===== src/design/ewp_consts.svh =====
// constants for the serial eeprom write-protect and status block
`ifndef EWP_CONSTS_SVH
`define EWP_CONSTS_SVH

// ****************************************************
// instruction codes
// ****************************************************
`define EWP_OP_LATCH_SET   8'h06
`define EWP_OP_LATCH_CLR   8'h04
`define EWP_OP_STAT_READ   8'h05
`define EWP_OP_STAT_WRITE  8'h01
`define EWP_OP_ARRAY_WRITE 8'h02

// ****************************************************
// status byte field positions
// ****************************************************
`define EWP_SR_PEN  7
`define EWP_SR_BPHI 3
`define EWP_SR_BPLO 2
`define EWP_SR_WEL  1
`define EWP_SR_WIP  0

// ****************************************************
// protection bases and reset values
// ****************************************************
`define EWP_QUARTER_BASE 10'h300
`define EWP_HALF_BASE    10'h200
`define EWP_PEN_RST      1'b0
`define EWP_BP_RST       2'h0
`define EWP_SYNC_RST     5'h19

// ****************************************************
// timing
// ****************************************************
`define EWP_TWC_US       1000
`define EWP_CLK_KHZ      40000
`define EWP_TWC_CYCLES   ((`EWP_TWC_US * `EWP_CLK_KHZ) / 1000)

`endif


===== src/design/ewp_pkg.sv =====
// types for the serial eeprom write-protect and status block
package ewp_pkg;

    // serial sequence states, one-hot
    typedef enum logic [6:0] {
        EWP_S_STBY = 7'h01,
        EWP_S_OP   = 7'h02,
        EWP_S_ADR  = 7'h04,
        EWP_S_WDAT = 7'h08,
        EWP_S_RDST = 7'h10,
        EWP_S_WSR  = 7'h20,
        EWP_S_SKIP = 7'h40
    } ewp_state_t;

endpackage : ewp_pkg


===== src/design/ewp_spi_prot.sv =====
// spi eeprom write-protect, status register and serial sequencing
`timescale 1ns/100ps
`include "ewp_consts.svh"

// Function
// - latch must be set before writes complete
// - latch clears on power-up and completed writes
// - status readable anytime, even while busy
// - status layout: enable, x, protect, latch, busy
// - busy flag reflects write cycle, read-only
// - set/clear latch commands take effect even while busy
// - protect bits nonvolatile, status-write only
// - protect code selects locked array range
// - hardware protect needs pin low and enable
// - pin low during sequence refuses status write
// - started cycle ignores protect pin falling
// - latch clear locks array and status
// - write cycle starts only on select rise
// - array access during write cycle ignored
// - power-up standby, needs select fall first
// - deselect mid-cycle finishes cycle first
// - output floats while deselected
// - sample on clock rise, shift on fall
// - hold pauses at clock low without reset
// - paused: inputs ignored, output floats
// - resume only with hold rising, clock low
// - eight-bit instruction codes decoded
// - bits shifted most significant first
// - latch set only on select rise after op
module ewp_spi_prot #(
    parameter int TWC_CYCLES = `EWP_TWC_CYCLES
) (
    input  wire logic       sys_clk,
    input  wire logic       rst_n,
    input  wire logic       nv_rst_n,
    input  wire logic       cs_n_pin,
    input  wire logic       sck_pin,
    input  wire logic       si_pin,
    input  wire logic       hold_n_pin,
    input  wire logic       wp_n_pin,
    output logic            so_o,
    output logic            so_oe_n,
    output logic            arr_wr_go,
    output logic      [9:0] arr_wr_addr,
    output logic      [7:0] status_o
);
    import ewp_pkg::*;

    // ****************************************************
    // decode helpers
    // ****************************************************
    // status byte assembly
    function automatic logic [7:0] ewp_status(input logic pen, input logic [1:0] bp,
                                              input logic write_latch_flag, input logic busy_writing_flag);
        logic [7:0] s;
        s = 8'h00;
        s[`EWP_SR_PEN]  = pen;
        s[`EWP_SR_BPHI] = bp[1];
        s[`EWP_SR_BPLO] = bp[0];
        s[`EWP_SR_WEL]  = write_latch_flag;
        s[`EWP_SR_WIP]  = busy_writing_flag;
        return s;
    endfunction : ewp_status

    // array address locked by protect code
    function automatic logic ewp_blocked(input logic [1:0] bp, input logic [9:0] a);
        logic b;
        case (bp)
            2'h0:    b = 1'b0;
            2'h1:    b = (a >= `EWP_QUARTER_BASE);
            2'h2:    b = (a >= `EWP_HALF_BASE);
            default: b = 1'b1;
        endcase
        return b;
    endfunction : ewp_blocked

    // ****************************************************
    // pin synchronisers and edges
    // ****************************************************
    logic [4:0] pins_s;                  // synced {wp, hold, si, sck, cs}
    logic       cs_s, sck_s, si_s;       // synced pins
    logic       hold_s, wp_s;            // synced pins
    logic       sck_prev_q, cs_prev_q;   // edge detect history
    logic       sck_rise, sck_fall;      // clock edges
    logic       cs_rise, cs_fall;        // select edges
    logic       busy_writing_flag, wip_done;           // write cycle busy, end pulse

    ewp_sync u_sync (
        .sys_clk (sys_clk),
        .rst_n   (rst_n),
        .pin_i   ({wp_n_pin, hold_n_pin, si_pin, sck_pin, cs_n_pin}),
        .sync_o  (pins_s)
    );

    assign {wp_s, hold_s, si_s, sck_s, cs_s} = pins_s;
    assign sck_rise = sck_s & ~sck_prev_q;
    assign sck_fall = ~sck_s & sck_prev_q;
    assign cs_rise  = cs_s & ~cs_prev_q;
    assign cs_fall  = ~cs_s & cs_prev_q;

    // ****************************************************
    // sequence state
    // ****************************************************
    ewp_state_t st_q, st_d;            // sequence state
    logic       cs_act_q, cs_act_d;    // selected after a fall
    logic       paused_q, paused_d;    // hold pause
    logic [2:0] bcnt_q, bcnt_d;        // bit in byte
    logic [7:0] sh_q, sh_d;            // input shifter
    logic [7:0] cmd_q, cmd_d;          // latched instruction
    logic       cmpl_q, cmpl_d;        // complete command at a byte boundary
    logic       abyte_q, abyte_d;      // second address byte
    logic [9:0] addr_q, addr_d;        // array address
    logic [7:0] wsr_q, wsr_d;          // pending status value
    logic       swr_q, swr_d;          // cycle is a status write
    logic [2:0] ocnt_q, ocnt_d;        // output bit count
    logic [7:0] osh_q, osh_d;          // output shifter
    logic       so_q, so_d;            // output bit
    logic       drv_q, drv_d;          // output driving
    logic       wel_q, wel_d;          // write enable latch
    logic       wpseen_q, wpseen_d;    // protect pin low this sequence
    logic       go_q, go_d;            // write cycle start
    logic       pen_q, pen_d;          // nonvolatile pin enable
    logic [1:0] bp_q, bp_d;            // nonvolatile protect code
    logic [7:0] byte_in;               // completed input byte
    logic [7:0] stat;                  // live status byte
    logic       hw_prot;               // hardware protection active

    assign byte_in = {sh_q[6:0], si_s};
    assign stat    = ewp_status(pen_q, bp_q, wel_q, busy_writing_flag);
    assign hw_prot = pen_q & (wpseen_q | ~wp_s);

    // next values of the serial sequence
    always_comb begin
        st_d = st_q;  cs_act_d = cs_act_q;  paused_d = paused_q;
        bcnt_d = bcnt_q;  sh_d = sh_q;  cmd_d = cmd_q;  cmpl_d = cmpl_q;
        abyte_d = abyte_q;  addr_d = addr_q;  wsr_d = wsr_q;  swr_d = swr_q;
        ocnt_d = ocnt_q;  osh_d = osh_q;  so_d = so_q;  drv_d = drv_q;
        wel_d = wel_q;  wpseen_d = wpseen_q;  go_d = 1'b0;
        // completed cycle drops the latch
        if (wip_done) begin
            wel_d = 1'b0;
        end
        if (cs_fall) begin
            // a fall is needed before any sequence
            cs_act_d = 1'b1;
            st_d = EWP_S_OP;  bcnt_d = 3'h0;  cmpl_d = 1'b0;
            ocnt_d = 3'h0;  drv_d = 1'b0;  paused_d = 1'b0;
            wpseen_d = ~wp_s;
        end else if (cs_rise) begin
            // select rise ends the sequence; act on a full one
            cs_act_d = 1'b0;  st_d = EWP_S_STBY;  drv_d = 1'b0;  paused_d = 1'b0;
            if (cs_act_q && cmpl_q) begin
                case (cmd_q)
                    `EWP_OP_LATCH_SET:  wel_d = 1'b1;
                    `EWP_OP_LATCH_CLR:  wel_d = 1'b0;
                    `EWP_OP_STAT_WRITE: begin
                        // latch and hardware protection gate it
                        if (wel_q && !hw_prot && !busy_writing_flag) begin
                            go_d = 1'b1;
                            swr_d = 1'b1;
                        end
                    end
                    `EWP_OP_ARRAY_WRITE: begin
                        // locked range or clear latch refuses it
                        if (wel_q && !busy_writing_flag && !ewp_blocked(bp_q, addr_q)) begin
                            go_d = 1'b1;
                            swr_d = 1'b0;
                        end
                    end
                    default: ;
                endcase
            end
        end else if (cs_act_q) begin
            if (!wp_s) begin
                wpseen_d = 1'b1;
            end
            // pause and resume only while the clock is low
            if (!sck_s) begin
                paused_d = ~hold_s;
            end
            if (!paused_d && sck_rise) begin
                // capture on the rising clock edge
                sh_d = byte_in;
                bcnt_d = bcnt_q + 3'h1;
                cmpl_d = 1'b0;
                if (bcnt_q == 3'h7) begin
                    case (st_q)
                        EWP_S_OP: begin
                            cmd_d = byte_in;
                            case (byte_in)
                                `EWP_OP_LATCH_SET, `EWP_OP_LATCH_CLR: begin
                                    cmpl_d = 1'b1;
                                    st_d = EWP_S_SKIP;
                                end
                                `EWP_OP_STAT_READ:  st_d = EWP_S_RDST;
                                `EWP_OP_STAT_WRITE: st_d = EWP_S_WSR;
                                `EWP_OP_ARRAY_WRITE: begin
                                    // array access ignored while busy
                                    st_d = busy_writing_flag ? EWP_S_SKIP : EWP_S_ADR;
                                    abyte_d = 1'b0;
                                end
                                default: st_d = EWP_S_SKIP;
                            endcase
                        end
                        EWP_S_ADR: begin
                            if (!abyte_q) begin
                                addr_d[9:8] = byte_in[1:0];
                                abyte_d = 1'b1;
                            end else begin
                                addr_d[7:0] = byte_in;
                                st_d = EWP_S_WDAT;
                            end
                        end
                        EWP_S_WDAT: cmpl_d = 1'b1;
                        EWP_S_WSR: begin
                            wsr_d = byte_in;
                            cmpl_d = 1'b1;
                            st_d = EWP_S_SKIP;
                        end
                        default: ;
                    endcase
                end
            end
            if (!paused_d && sck_fall && st_q == EWP_S_RDST) begin
                // shift status out after the falling edge
                drv_d = 1'b1;
                ocnt_d = ocnt_q + 3'h1;
                if (ocnt_q == 3'h0) begin
                    so_d = stat[7];
                    osh_d = {stat[6:0], 1'b0};
                end else begin
                    so_d = osh_q[7];
                    osh_d = {osh_q[6:0], 1'b0};
                end
            end
        end
    end

    // registers of the serial sequence
    always_ff @(posedge sys_clk or negedge rst_n) begin
        if (!rst_n) begin
            st_q <= EWP_S_STBY;  cs_act_q <= 1'b0;  paused_q <= 1'b0;
            bcnt_q <= 3'h0;  sh_q <= 8'h00;  cmd_q <= 8'h00;  cmpl_q <= 1'b0;
            abyte_q <= 1'b0;  addr_q <= 10'h000;  wsr_q <= 8'h00;  swr_q <= 1'b0;
            ocnt_q <= 3'h0;  osh_q <= 8'h00;  so_q <= 1'b0;  drv_q <= 1'b0;
            wel_q <= 1'b0;  wpseen_q <= 1'b0;  go_q <= 1'b0;
            sck_prev_q <= 1'b0;  cs_prev_q <= 1'b1;
        end else begin
            st_q <= st_d;  cs_act_q <= cs_act_d;  paused_q <= paused_d;
            bcnt_q <= bcnt_d;  sh_q <= sh_d;  cmd_q <= cmd_d;  cmpl_q <= cmpl_d;
            abyte_q <= abyte_d;  addr_q <= addr_d;  wsr_q <= wsr_d;  swr_q <= swr_d;
            ocnt_q <= ocnt_d;  osh_q <= osh_d;  so_q <= so_d;  drv_q <= drv_d;
            wel_q <= wel_d;  wpseen_q <= wpseen_d;  go_q <= go_d;
            sck_prev_q <= sck_s;  cs_prev_q <= cs_s;
        end
    end

    // ****************************************************
    // self-timed write cycle
    // ****************************************************
    // runs to its end whatever select or the pin do
    ewp_wtimer #(
        .CYCLES (TWC_CYCLES)
    ) u_wtimer (
        .sys_clk (sys_clk),
        .rst_n   (rst_n),
        .go_i    (go_q),
        .busy_o  (busy_writing_flag),
        .done_o  (wip_done)
    );

    // ****************************************************
    // nonvolatile bits
    // ****************************************************
    // commit the pending byte as the status cycle ends
    always_comb begin
        pen_d = pen_q;
        bp_d  = bp_q;
        if (wip_done && swr_q) begin
            pen_d = wsr_q[`EWP_SR_PEN];
            bp_d  = {wsr_q[`EWP_SR_BPHI], wsr_q[`EWP_SR_BPLO]};
        end
    end

    // kept across power-up; only storage erase clears
    always_ff @(posedge sys_clk or negedge nv_rst_n) begin
        if (!nv_rst_n) begin
            pen_q <= `EWP_PEN_RST;
            bp_q  <= `EWP_BP_RST;
        end else begin
            pen_q <= pen_d;
            bp_q  <= bp_d;
        end
    end

    // ****************************************************
    // outputs
    // ****************************************************
    // float when deselected, paused or hold low
    assign so_oe_n     = ~(cs_act_q & ~paused_q & hold_s & drv_q);
    assign so_o        = so_q;
    assign arr_wr_go   = go_q & ~swr_q;
    assign arr_wr_addr = addr_q;
    assign status_o    = stat;
endmodule : ewp_spi_prot


===== src/design/ewp_sync.sv =====
// two-flop synchroniser for the pin inputs
`timescale 1ns/100ps
`include "ewp_consts.svh"

module ewp_sync (
    input  wire logic       sys_clk,
    input  wire logic       rst_n,
    input  wire logic [4:0] pin_i,
    output logic      [4:0] sync_o
);
    // ****************************************************
    // first stage feeds only the second
    // ****************************************************
    logic [4:0] meta_q;   // first stage
    logic [4:0] sync_q;   // second stage

    // first stage registers the pins, second stage registers the first
    always_ff @(posedge sys_clk or negedge rst_n) begin
        if (!rst_n) begin
            meta_q <= `EWP_SYNC_RST;
            sync_q <= `EWP_SYNC_RST;
        end else begin
            meta_q <= pin_i;
            sync_q <= meta_q;
        end
    end

    assign sync_o = sync_q;

endmodule : ewp_sync


===== src/design/ewp_wtimer.sv =====
// self-timed internal write cycle timer
`timescale 1ns/100ps

module ewp_wtimer #(
    parameter int CYCLES = 40000
) (
    input  wire logic sys_clk,
    input  wire logic rst_n,
    input  wire logic go_i,
    output logic      busy_o,
    output logic      done_o
);
    // ****************************************************
    // cycle counter
    // ****************************************************
    logic [19:0] cnt_q, cnt_d;   // remaining cycles
    logic        busy_q, busy_d; // cycle running
    logic        done_d;         // end pulse, in the last busy cycle

    // next values: load on go, count down, pulse at end
    always_comb begin
        cnt_d  = cnt_q;
        busy_d = busy_q;
        done_d = 1'b0;
        if (busy_q) begin
            if (cnt_q <= 20'h1) begin
                busy_d = 1'b0;
                done_d = 1'b1;
            end else begin
                cnt_d = cnt_q - 20'h1;
            end
        end else if (go_i) begin
            busy_d = 1'b1;
            cnt_d  = 20'(CYCLES);
        end
    end

    // registers only
    always_ff @(posedge sys_clk or negedge rst_n) begin
        if (!rst_n) begin
            cnt_q  <= 20'h0;
            busy_q <= 1'b0;
        end else begin
            cnt_q  <= cnt_d;
            busy_q <= busy_d;
        end
    end

    assign busy_o = busy_q;
    // combinational so the latch and protect bits change as busy falls
    assign done_o = done_d;

endmodule : ewp_wtimer


===== config.mk =====
export PLATFORM = sky130hd
export DESIGN_NAME = ewp_spi_prot
export DESIGN_NICKNAME = d
export VERILOG_FILES = /design/src/design/ewp_pkg.sv /design/src/design/ewp_spi_prot.sv /design/src/design/ewp_sync.sv /design/src/design/ewp_wtimer.sv
export VERILOG_INCLUDE_DIRS = /design/src /design/src/design
export SDC_FILE = /design/constraint.sdc
export NUM_CORES = 1
export LEC_CHECK = 0
export ABC_AREA = 1
export BUFFER_PORTS_ARGS = -buffer_cell sky130_fd_sc_hd__buf_2
export CELL_PAD_IN_SITES_DETAIL_PLACEMENT = 1
export CELL_PAD_IN_SITES_GLOBAL_PLACEMENT = 2
export CORE_MARGIN = 3
export CORE_UTILIZATION = 33
export DETAILED_ROUTE_END_ITERATION = 10
export PLACE_DENSITY_LB_ADDON = 0.1
export SETUP_SLACK_MARGIN = 0.02
export SLEW_MARGIN = 30
export SYNTH_ARGS = -nofsm -noshare
export SYNTH_HDL_FRONTEND = slang
export SYNTH_SLANG_ARGS = --single-unit

===== constraint.sdc =====
create_clock -name sys_clk -period 1.64 [get_ports sys_clk]
set_input_delay 0.082 -clock sys_clk [delete_from_list [all_inputs] [get_ports sys_clk]]
set_output_delay 0.082 -clock sys_clk [all_outputs]
set_load 0.02 [all_outputs]

# After elaboration in Yosys (flattened, before gate mapping)
# Index checks and enable logic that the tools add are counted.
dict set report word_totals {
  reg_bits 100
  latchBits 0
  ram_bits 0
  romBits 0
  inputBits 8
  output_inout_bits 21
  mem_count 0
}
dict set report op_classes {
  add_sub_neg 3
  multipliers 0
  n_div 0
  n_lt_le_gt_ge 3
  n_eq_ne 24
  shift 0
  n_mux 72
  bitwise 22
  reduce_logical 43
}
# cell count
set op_table {}
lappend op_table {{two-way mux 20 bit} 3}
lappend op_table {{two-way mux 7 bit} 7}
lappend op_table {{two-way mux 1 bit} 45}
lappend op_table {{one-hot mux 7 bit (3 select lines)} 2}
lappend op_table {{== test 8 x 3 -> 1 bit (second input constant)} 5}
lappend op_table {{two-way mux 3 bit} 8}
lappend op_table {{AND reduction 7 bit} 3}
lappend op_table {{>= comparator 10 bit (second input constant)} 2}
lappend op_table {{<= comparator 20 x 1 -> 1 bit (second input constant)} 1}
lappend op_table {{subtractor 20 x 1 -> 20 bit (second input constant)} 1}
lappend op_table {{AND reduction 6 bit} 3}
lappend op_table {{== test 8 x 1 -> 1 bit (second input constant)} 2}
lappend op_table {{== test 8 x 2 -> 1 bit (second input constant)} 2}
lappend op_table {{nonzero test 2 bit} 7}
lappend op_table {{NOT 1 bit} 12}
lappend op_table {{nonzero test 3 bit} 4}
lappend op_table {{inequality test 2 bit (second input constant)} 5}
lappend op_table {{one-hot mux 1 bit (2 select lines)} 5}
lappend op_table {{bitwise AND 1 bit} 9}
lappend op_table {{logical AND 1 bit} 9}
lappend op_table {{AND reduction 3 bit} 3}
lappend op_table {{two-way mux 8 bit} 1}
lappend op_table {{AND reduction 4 bit} 2}
lappend op_table {{== test 7 x 2 -> 1 bit (second input constant)} 1}
lappend op_table {{19 further kinds} 25}

# Logic depth before layout (Yosys ltp)
dict set report logic_depth {
  depth_word 13
  mapped_depth 13
  ltp_nobuf 11
}

# Hierarchy
# Synthesis repeated with hierarchy kept, for this count alone.
dict set report hier_totals {
  hier_cells 593
  area_unflattened_um2 4895.9
}
# module n_inst cells_each area_per_inst_um2 seq_area_each_um2
set by_module_without_submodules {}
lappend by_module_without_submodules {ewp_spi_prot 1 379 3218.1 1579.0}
lappend by_module_without_submodules {ewp_wtimer 1 204 1420.1 525.5}
lappend by_module_without_submodules {ewp_sync 1 10 257.7 257.7}

# Worst setup path before layout
# OpenSTA, ideal clock, no wires.
dict set report synth_path {
  path_kind {register to register}
  startpoint {register u_sync.sync_q[0], in the netlist u_sync.sync_o[0]}
  endpoint {register addr_q[3], in the netlist arr_wr_addr[3]}
  arrival_time_ns 1.591
  setup_slack_ns -0.073
  path_stages_with_launch 9
  path_buffers 1
  period_less_slack_ns 1.713
  cell_sequence {dfstp_2 -> inv_1 -> ha_1 -> nand2_1 -> nor2_4 -> nand3_2 -> buf_6 -> nand2_1 -> o21ai_2}
}
dict set report synth_via {
  elab_chain_cells 4
  word_cells_on_any_way 6
  classes_between {bitwise: 5; reduce/logical: 1}
}
# element line_no
set synth_lines {}
lappend synth_lines {{start: declaration} ewp_sync.sv:15} ;# logic [4:0] sync_q;
lappend synth_lines {{start signal: assignment} ewp_sync.sv:21} ;# sync_q <= `EWP_SYNC_RST;
lappend synth_lines {{start signal: assignment} ewp_sync.sv:24} ;# sync_q <= meta_q;
lappend synth_lines {{NOT 1 bit} ewp_spi_prot.sv:99} ;# assign cs_fall = ~cs_s & cs_prev_q;
lappend synth_lines {{bitwise AND 1 bit} ewp_spi_prot.sv:99}
lappend synth_lines {{NOT 1 bit (no line)} -}
lappend synth_lines {{AND reduction 7 bit (no line) *} -}
lappend synth_lines {{end signal: assignment} ewp_spi_prot.sv:251} ;# abyte_q <= abyte_d; addr_q <= addr_d; wsr_q <= wsr_d; swr_q <= swr_d;
lappend synth_lines {{end: declaration} ewp_spi_prot.sv:112} ;# logic [9:0] addr_q, addr_d;
# Mark *: on every way between the ends. The rest lies on a longest branch, timed or not.
# A chain may end at the register's enable or synchronous reset.

# Worst setup path after layout
dict set report layout_path {
  startpoint {register u_sync.sync_q[0], in the netlist u_sync.sync_o[0]}
  endpoint {register abyte_q}
}
dict set report layout_via {
  elab_chain_cells 4
  word_cells_on_any_way 6
  classes_between {bitwise: 5; reduce/logical: 1}
}
# element line_no
set layout_lines {}
lappend layout_lines {{NOT 1 bit} ewp_spi_prot.sv:99}
lappend layout_lines {{bitwise AND 1 bit} ewp_spi_prot.sv:99}
lappend layout_lines {{NOT 1 bit (no line)} -}
lappend layout_lines {{AND reduction 7 bit (no line) *} -}
lappend layout_lines {{end signal: assignment} ewp_spi_prot.sv:251}
lappend layout_lines {{end: declaration} ewp_spi_prot.sv:111} ;# logic abyte_q, abyte_d;
# Marked as above.

==> results.cfg <==
[logic_synthesis]
avgSynthCellArea_sq_um = 8.15
ys_seq_elements = 94
yosysSeqAreaShare = 0.498
yosys_warnings = 0
syn_inst = 582
synth_area_sq_um = 4740
synth_cell_type_count = 35

[global_route]
grt_use_met3 = 0.0297
busiest_layer = met2
antenna_found_initial = 0
grt_use_met1 = 0.237
grt_use_met2 = 0.286
grt_pass1_vias = 4376
track_usage = 0.174
grt_pass1_wl_mm = 22.0
overflow = 0
grt_max_degree = 38

[worst_setup_path]
crit_family = flip-flops
max_stage_delay_ps = 550
ff2ff_path_depth = 8
r2r-end = abyte_q
crit_required_ps = 1870
cp_num_cells = 8
r2r_start = u_sync.sync_o[0]
crit_slowest_cell = dfstp_2
worstSetupEndpoint = abyte_q
r2r_slack_ps = 0.8
crit_path_end_kind = flop
cp-startpoint = u_sync.sync_o[0]
worst-endpoint-arrival_ps = 1870
worstSetupStartpointType = flop
worst-path-buf-inv = 2
worstPathMaxFanout = 7
path_cells = inv_2 -> ha_4 -> nand2_4 -> nor2_4 -> buf_12 -> nand3_4 -> o21ai_2 -> nand2_1
crit_type = flop to flop

[layout]
fillCellCount = 1666
multi_input_area_sq_um = 2310
nNetsFinal = 684
drive_above_1_share = 0.305
diodes = 0
area_growth_pct = 30.3
seq_area_sq_um = 2360

[route]
wire_per_inst_microns = 16.2
final_antenna_net_count = 0
dr_total_vias = 4125
wl_mm = 13.8
drcViolationCount = 0
drt-vias-per-instance = 4.84
drtIter0Drc = 197
drt_pre_antenna_iters = 4

[sta]
max_freq_mhz = 610
period_share = 1.00
clock-skew-final_ps = 5.81
finalCriticalPeriod_ps = 1640
finalMaxSlewViolations = 0
grt_setup_unrepaired = yes
worst_slew_pin_slew_ps = 551
setup_viol = 0
relSlewSlack = 0.630
hold_violations = 0
hold_slack_ps = 91.3

[cts]
htree_levels = 3
cts_num_sinks = 94
insertion_delay_ps = 340
cts.clk_slew.worst_paths_ps = 70
clock-root-buffer = clkbuf_16
clock_path_buffers = 2
cts_tree = built
numCtsBuffers = 9

[power]
leakagePower_nw = 3.03
power_mw = 5.26
sw_frac_of_total = 0.280
max-vdd-ir-drop_v = 0.000429
pwr-share-seq = 0.482
internal_power_mw = 3.79
power.net_switching_mw = 1.47
power.share.clock = 0.364
p_per_area_nw_per_um2 = 852
comb_power_share = 0.154

[die]
rows = 43
core_area_sq_um = 14000
io_pins = 29
dieHeight_microns = 126
dieWidth_microns = 126
die_area_sq_um = 15800
initial_utilization = 0.339

[place]
place_hpwl_mm = 9.56
gp_congestion = 0.805
io_buffers = 25

[status]
run_status = completed

[run]
maxCapViolCount = 0

[hold_path]
hp-class = input port to asynchronous set/reset pin
==> kinds of logic (layout without fill, tap and decap cells) <==
group                      count (synthesis)  count (layout)  share of synthesized area
and+or+nand+nor                          309             312                      0.290
DFF                                       94              94                      0.498
buffers and inverters                     86             171                     0.0812
AOI/OAI and AO/OA                         75              75                     0.0913
adders and majority gates                  8               8                     0.0211
xor gates and xnor gates                   6               6                     0.0111
muxes                                      3               3                    0.00633
other                                      1               3                   0.000791
==> area by class of cell <==
cell class                 instances  share of cell area
clock buffer                      12              0.0383
inverter                          68              0.0446
tap                              180              0.0365
sequential                        94               0.383
timing repair inverter             1             0.00182
clock inverter                     3             0.00365
timing repair buffer              87               0.118
multi-input combinational        407               0.375
==> cells in the mapped netlist <==
cell      number  area share
o21ai_0       48       0.051
buf_4         10       0.016
buf_1          1     0.00079
inv_2          3      0.0024
mux2i_1        3      0.0063
nand3_2        3      0.0063
or2_2          4      0.0053
inv_4          2      0.0026
nor2_4         4      0.0095
dfstp_2        8       0.044
nor2_1        55       0.044
nor3_1         6      0.0063
nand2_1      166        0.13
ha_1           8       0.021
conb_1         1     0.00079
o21ai_2       10       0.018
nand2_2        4      0.0053
a21o_1         3      0.0047
o22ai_1        2      0.0026
o22ai_2        1      0.0026
nand4_2        1      0.0026
nand3_4        1      0.0037
o21ai_1        5      0.0053
buf_2          4      0.0042
nand2_4        2      0.0047
xor2_1         6       0.011
nand3_1       44       0.046
dfrtp_1       86        0.45
o31ai_1        1      0.0016
clkbuf_1       1     0.00079
buf_6          2      0.0047
nand4_1       15       0.020
a21oi_1        5      0.0053
inv_1         63       0.050
nor2_2         4      0.0053
==> metal layers <==
metal  vias to the layer above  routed length, microns
met4                         0                     149
met5                         -                       0
met2                        32                    6770
li1                       2043                       -
met1                      2037                    6590
met3                        13                     254
==> through the flow <==
stage / TNS (ps) / area [sq um] / setup slack (ps) / std cells / utilization
floorplan: 0 / 4780 / 35.4 / 584 / -
global placement: -57.4 / 5290 / -26.6 / 803 / 0.378
detailed placement: -871 / 5290 / -77.2 / 803 / 0.378
CTS: -0.425 / 5760 / -0.425 / 835 / 0.412
global route: -1730 / 6180 / -81.7 / 852 / 0.442
finish: 0 / 6180 / 0.784 / 852 / 0.442
==> how the worst min path moves through the flow <==
stage,from,to,slack (ps),cells after the start
after floorplan,rst_n,abyte_q,-210,0
after global placement,nv_rst_n,pen_q,-110,1
after detailed placement,nv_rst_n,bp_q[0],-110,1
after CTS,nv_rst_n,pen_q,70,2
after global routing,nv_rst_n,bp_q[1],90,2
final,nv_rst_n,bp_q[1],90,2
==> power by group through the flow <==
stage               combinational [mW]  sequential, mW  clock [mW]
finish                           0.810            2.54        1.92
global route                     0.915            2.55        2.10
CTS                              0.752            2.53        2.00
detailed placement               0.693            2.57           0
global placement                 0.673            2.56           0
floorplan                        0.422            2.55           0
==> flip-flops by register name, summed over array words and instances, names as in the netlist, 2 cells and up <==
register	cells
sh_q	7
u_sync.sync_o	5
cmd_q	8
osh_q	7
bcnt_q	3
ocnt_q	3
bp_q	2
st_q	7
u_sync.meta_q	5
wsr_q	3
u_wtimer.cnt_q	20
arr_wr_addr	10
==> layout by cell type (no fill, tap or decap), drive strengths merged <==
master,n
a21o,3
a21oi,5
buf,78
clkbuf,14
clkinv,3
conb,3
dfrtp,86
dfstp,8
dlygate4sd3,7
ha,8
inv,69
mux2i,3
nand2,172
nand3,51
nand4,16
nor2,63
nor3,6
o21ai,63
o22ai,3
o31ai,1
or2,4
xor2,6
==> what timing repair did <==
item                                    4_1_cts  5_1_grt
endpoints found under the setup margin       49       71
hold buffers                                  7        0
buffers inserted                              7       14
resized for setup                            15      101
hold endpoints to repair                     33        0
cloned                                        3        3
pin swaps                                     9       34
(Power assumes the default switching activity.)
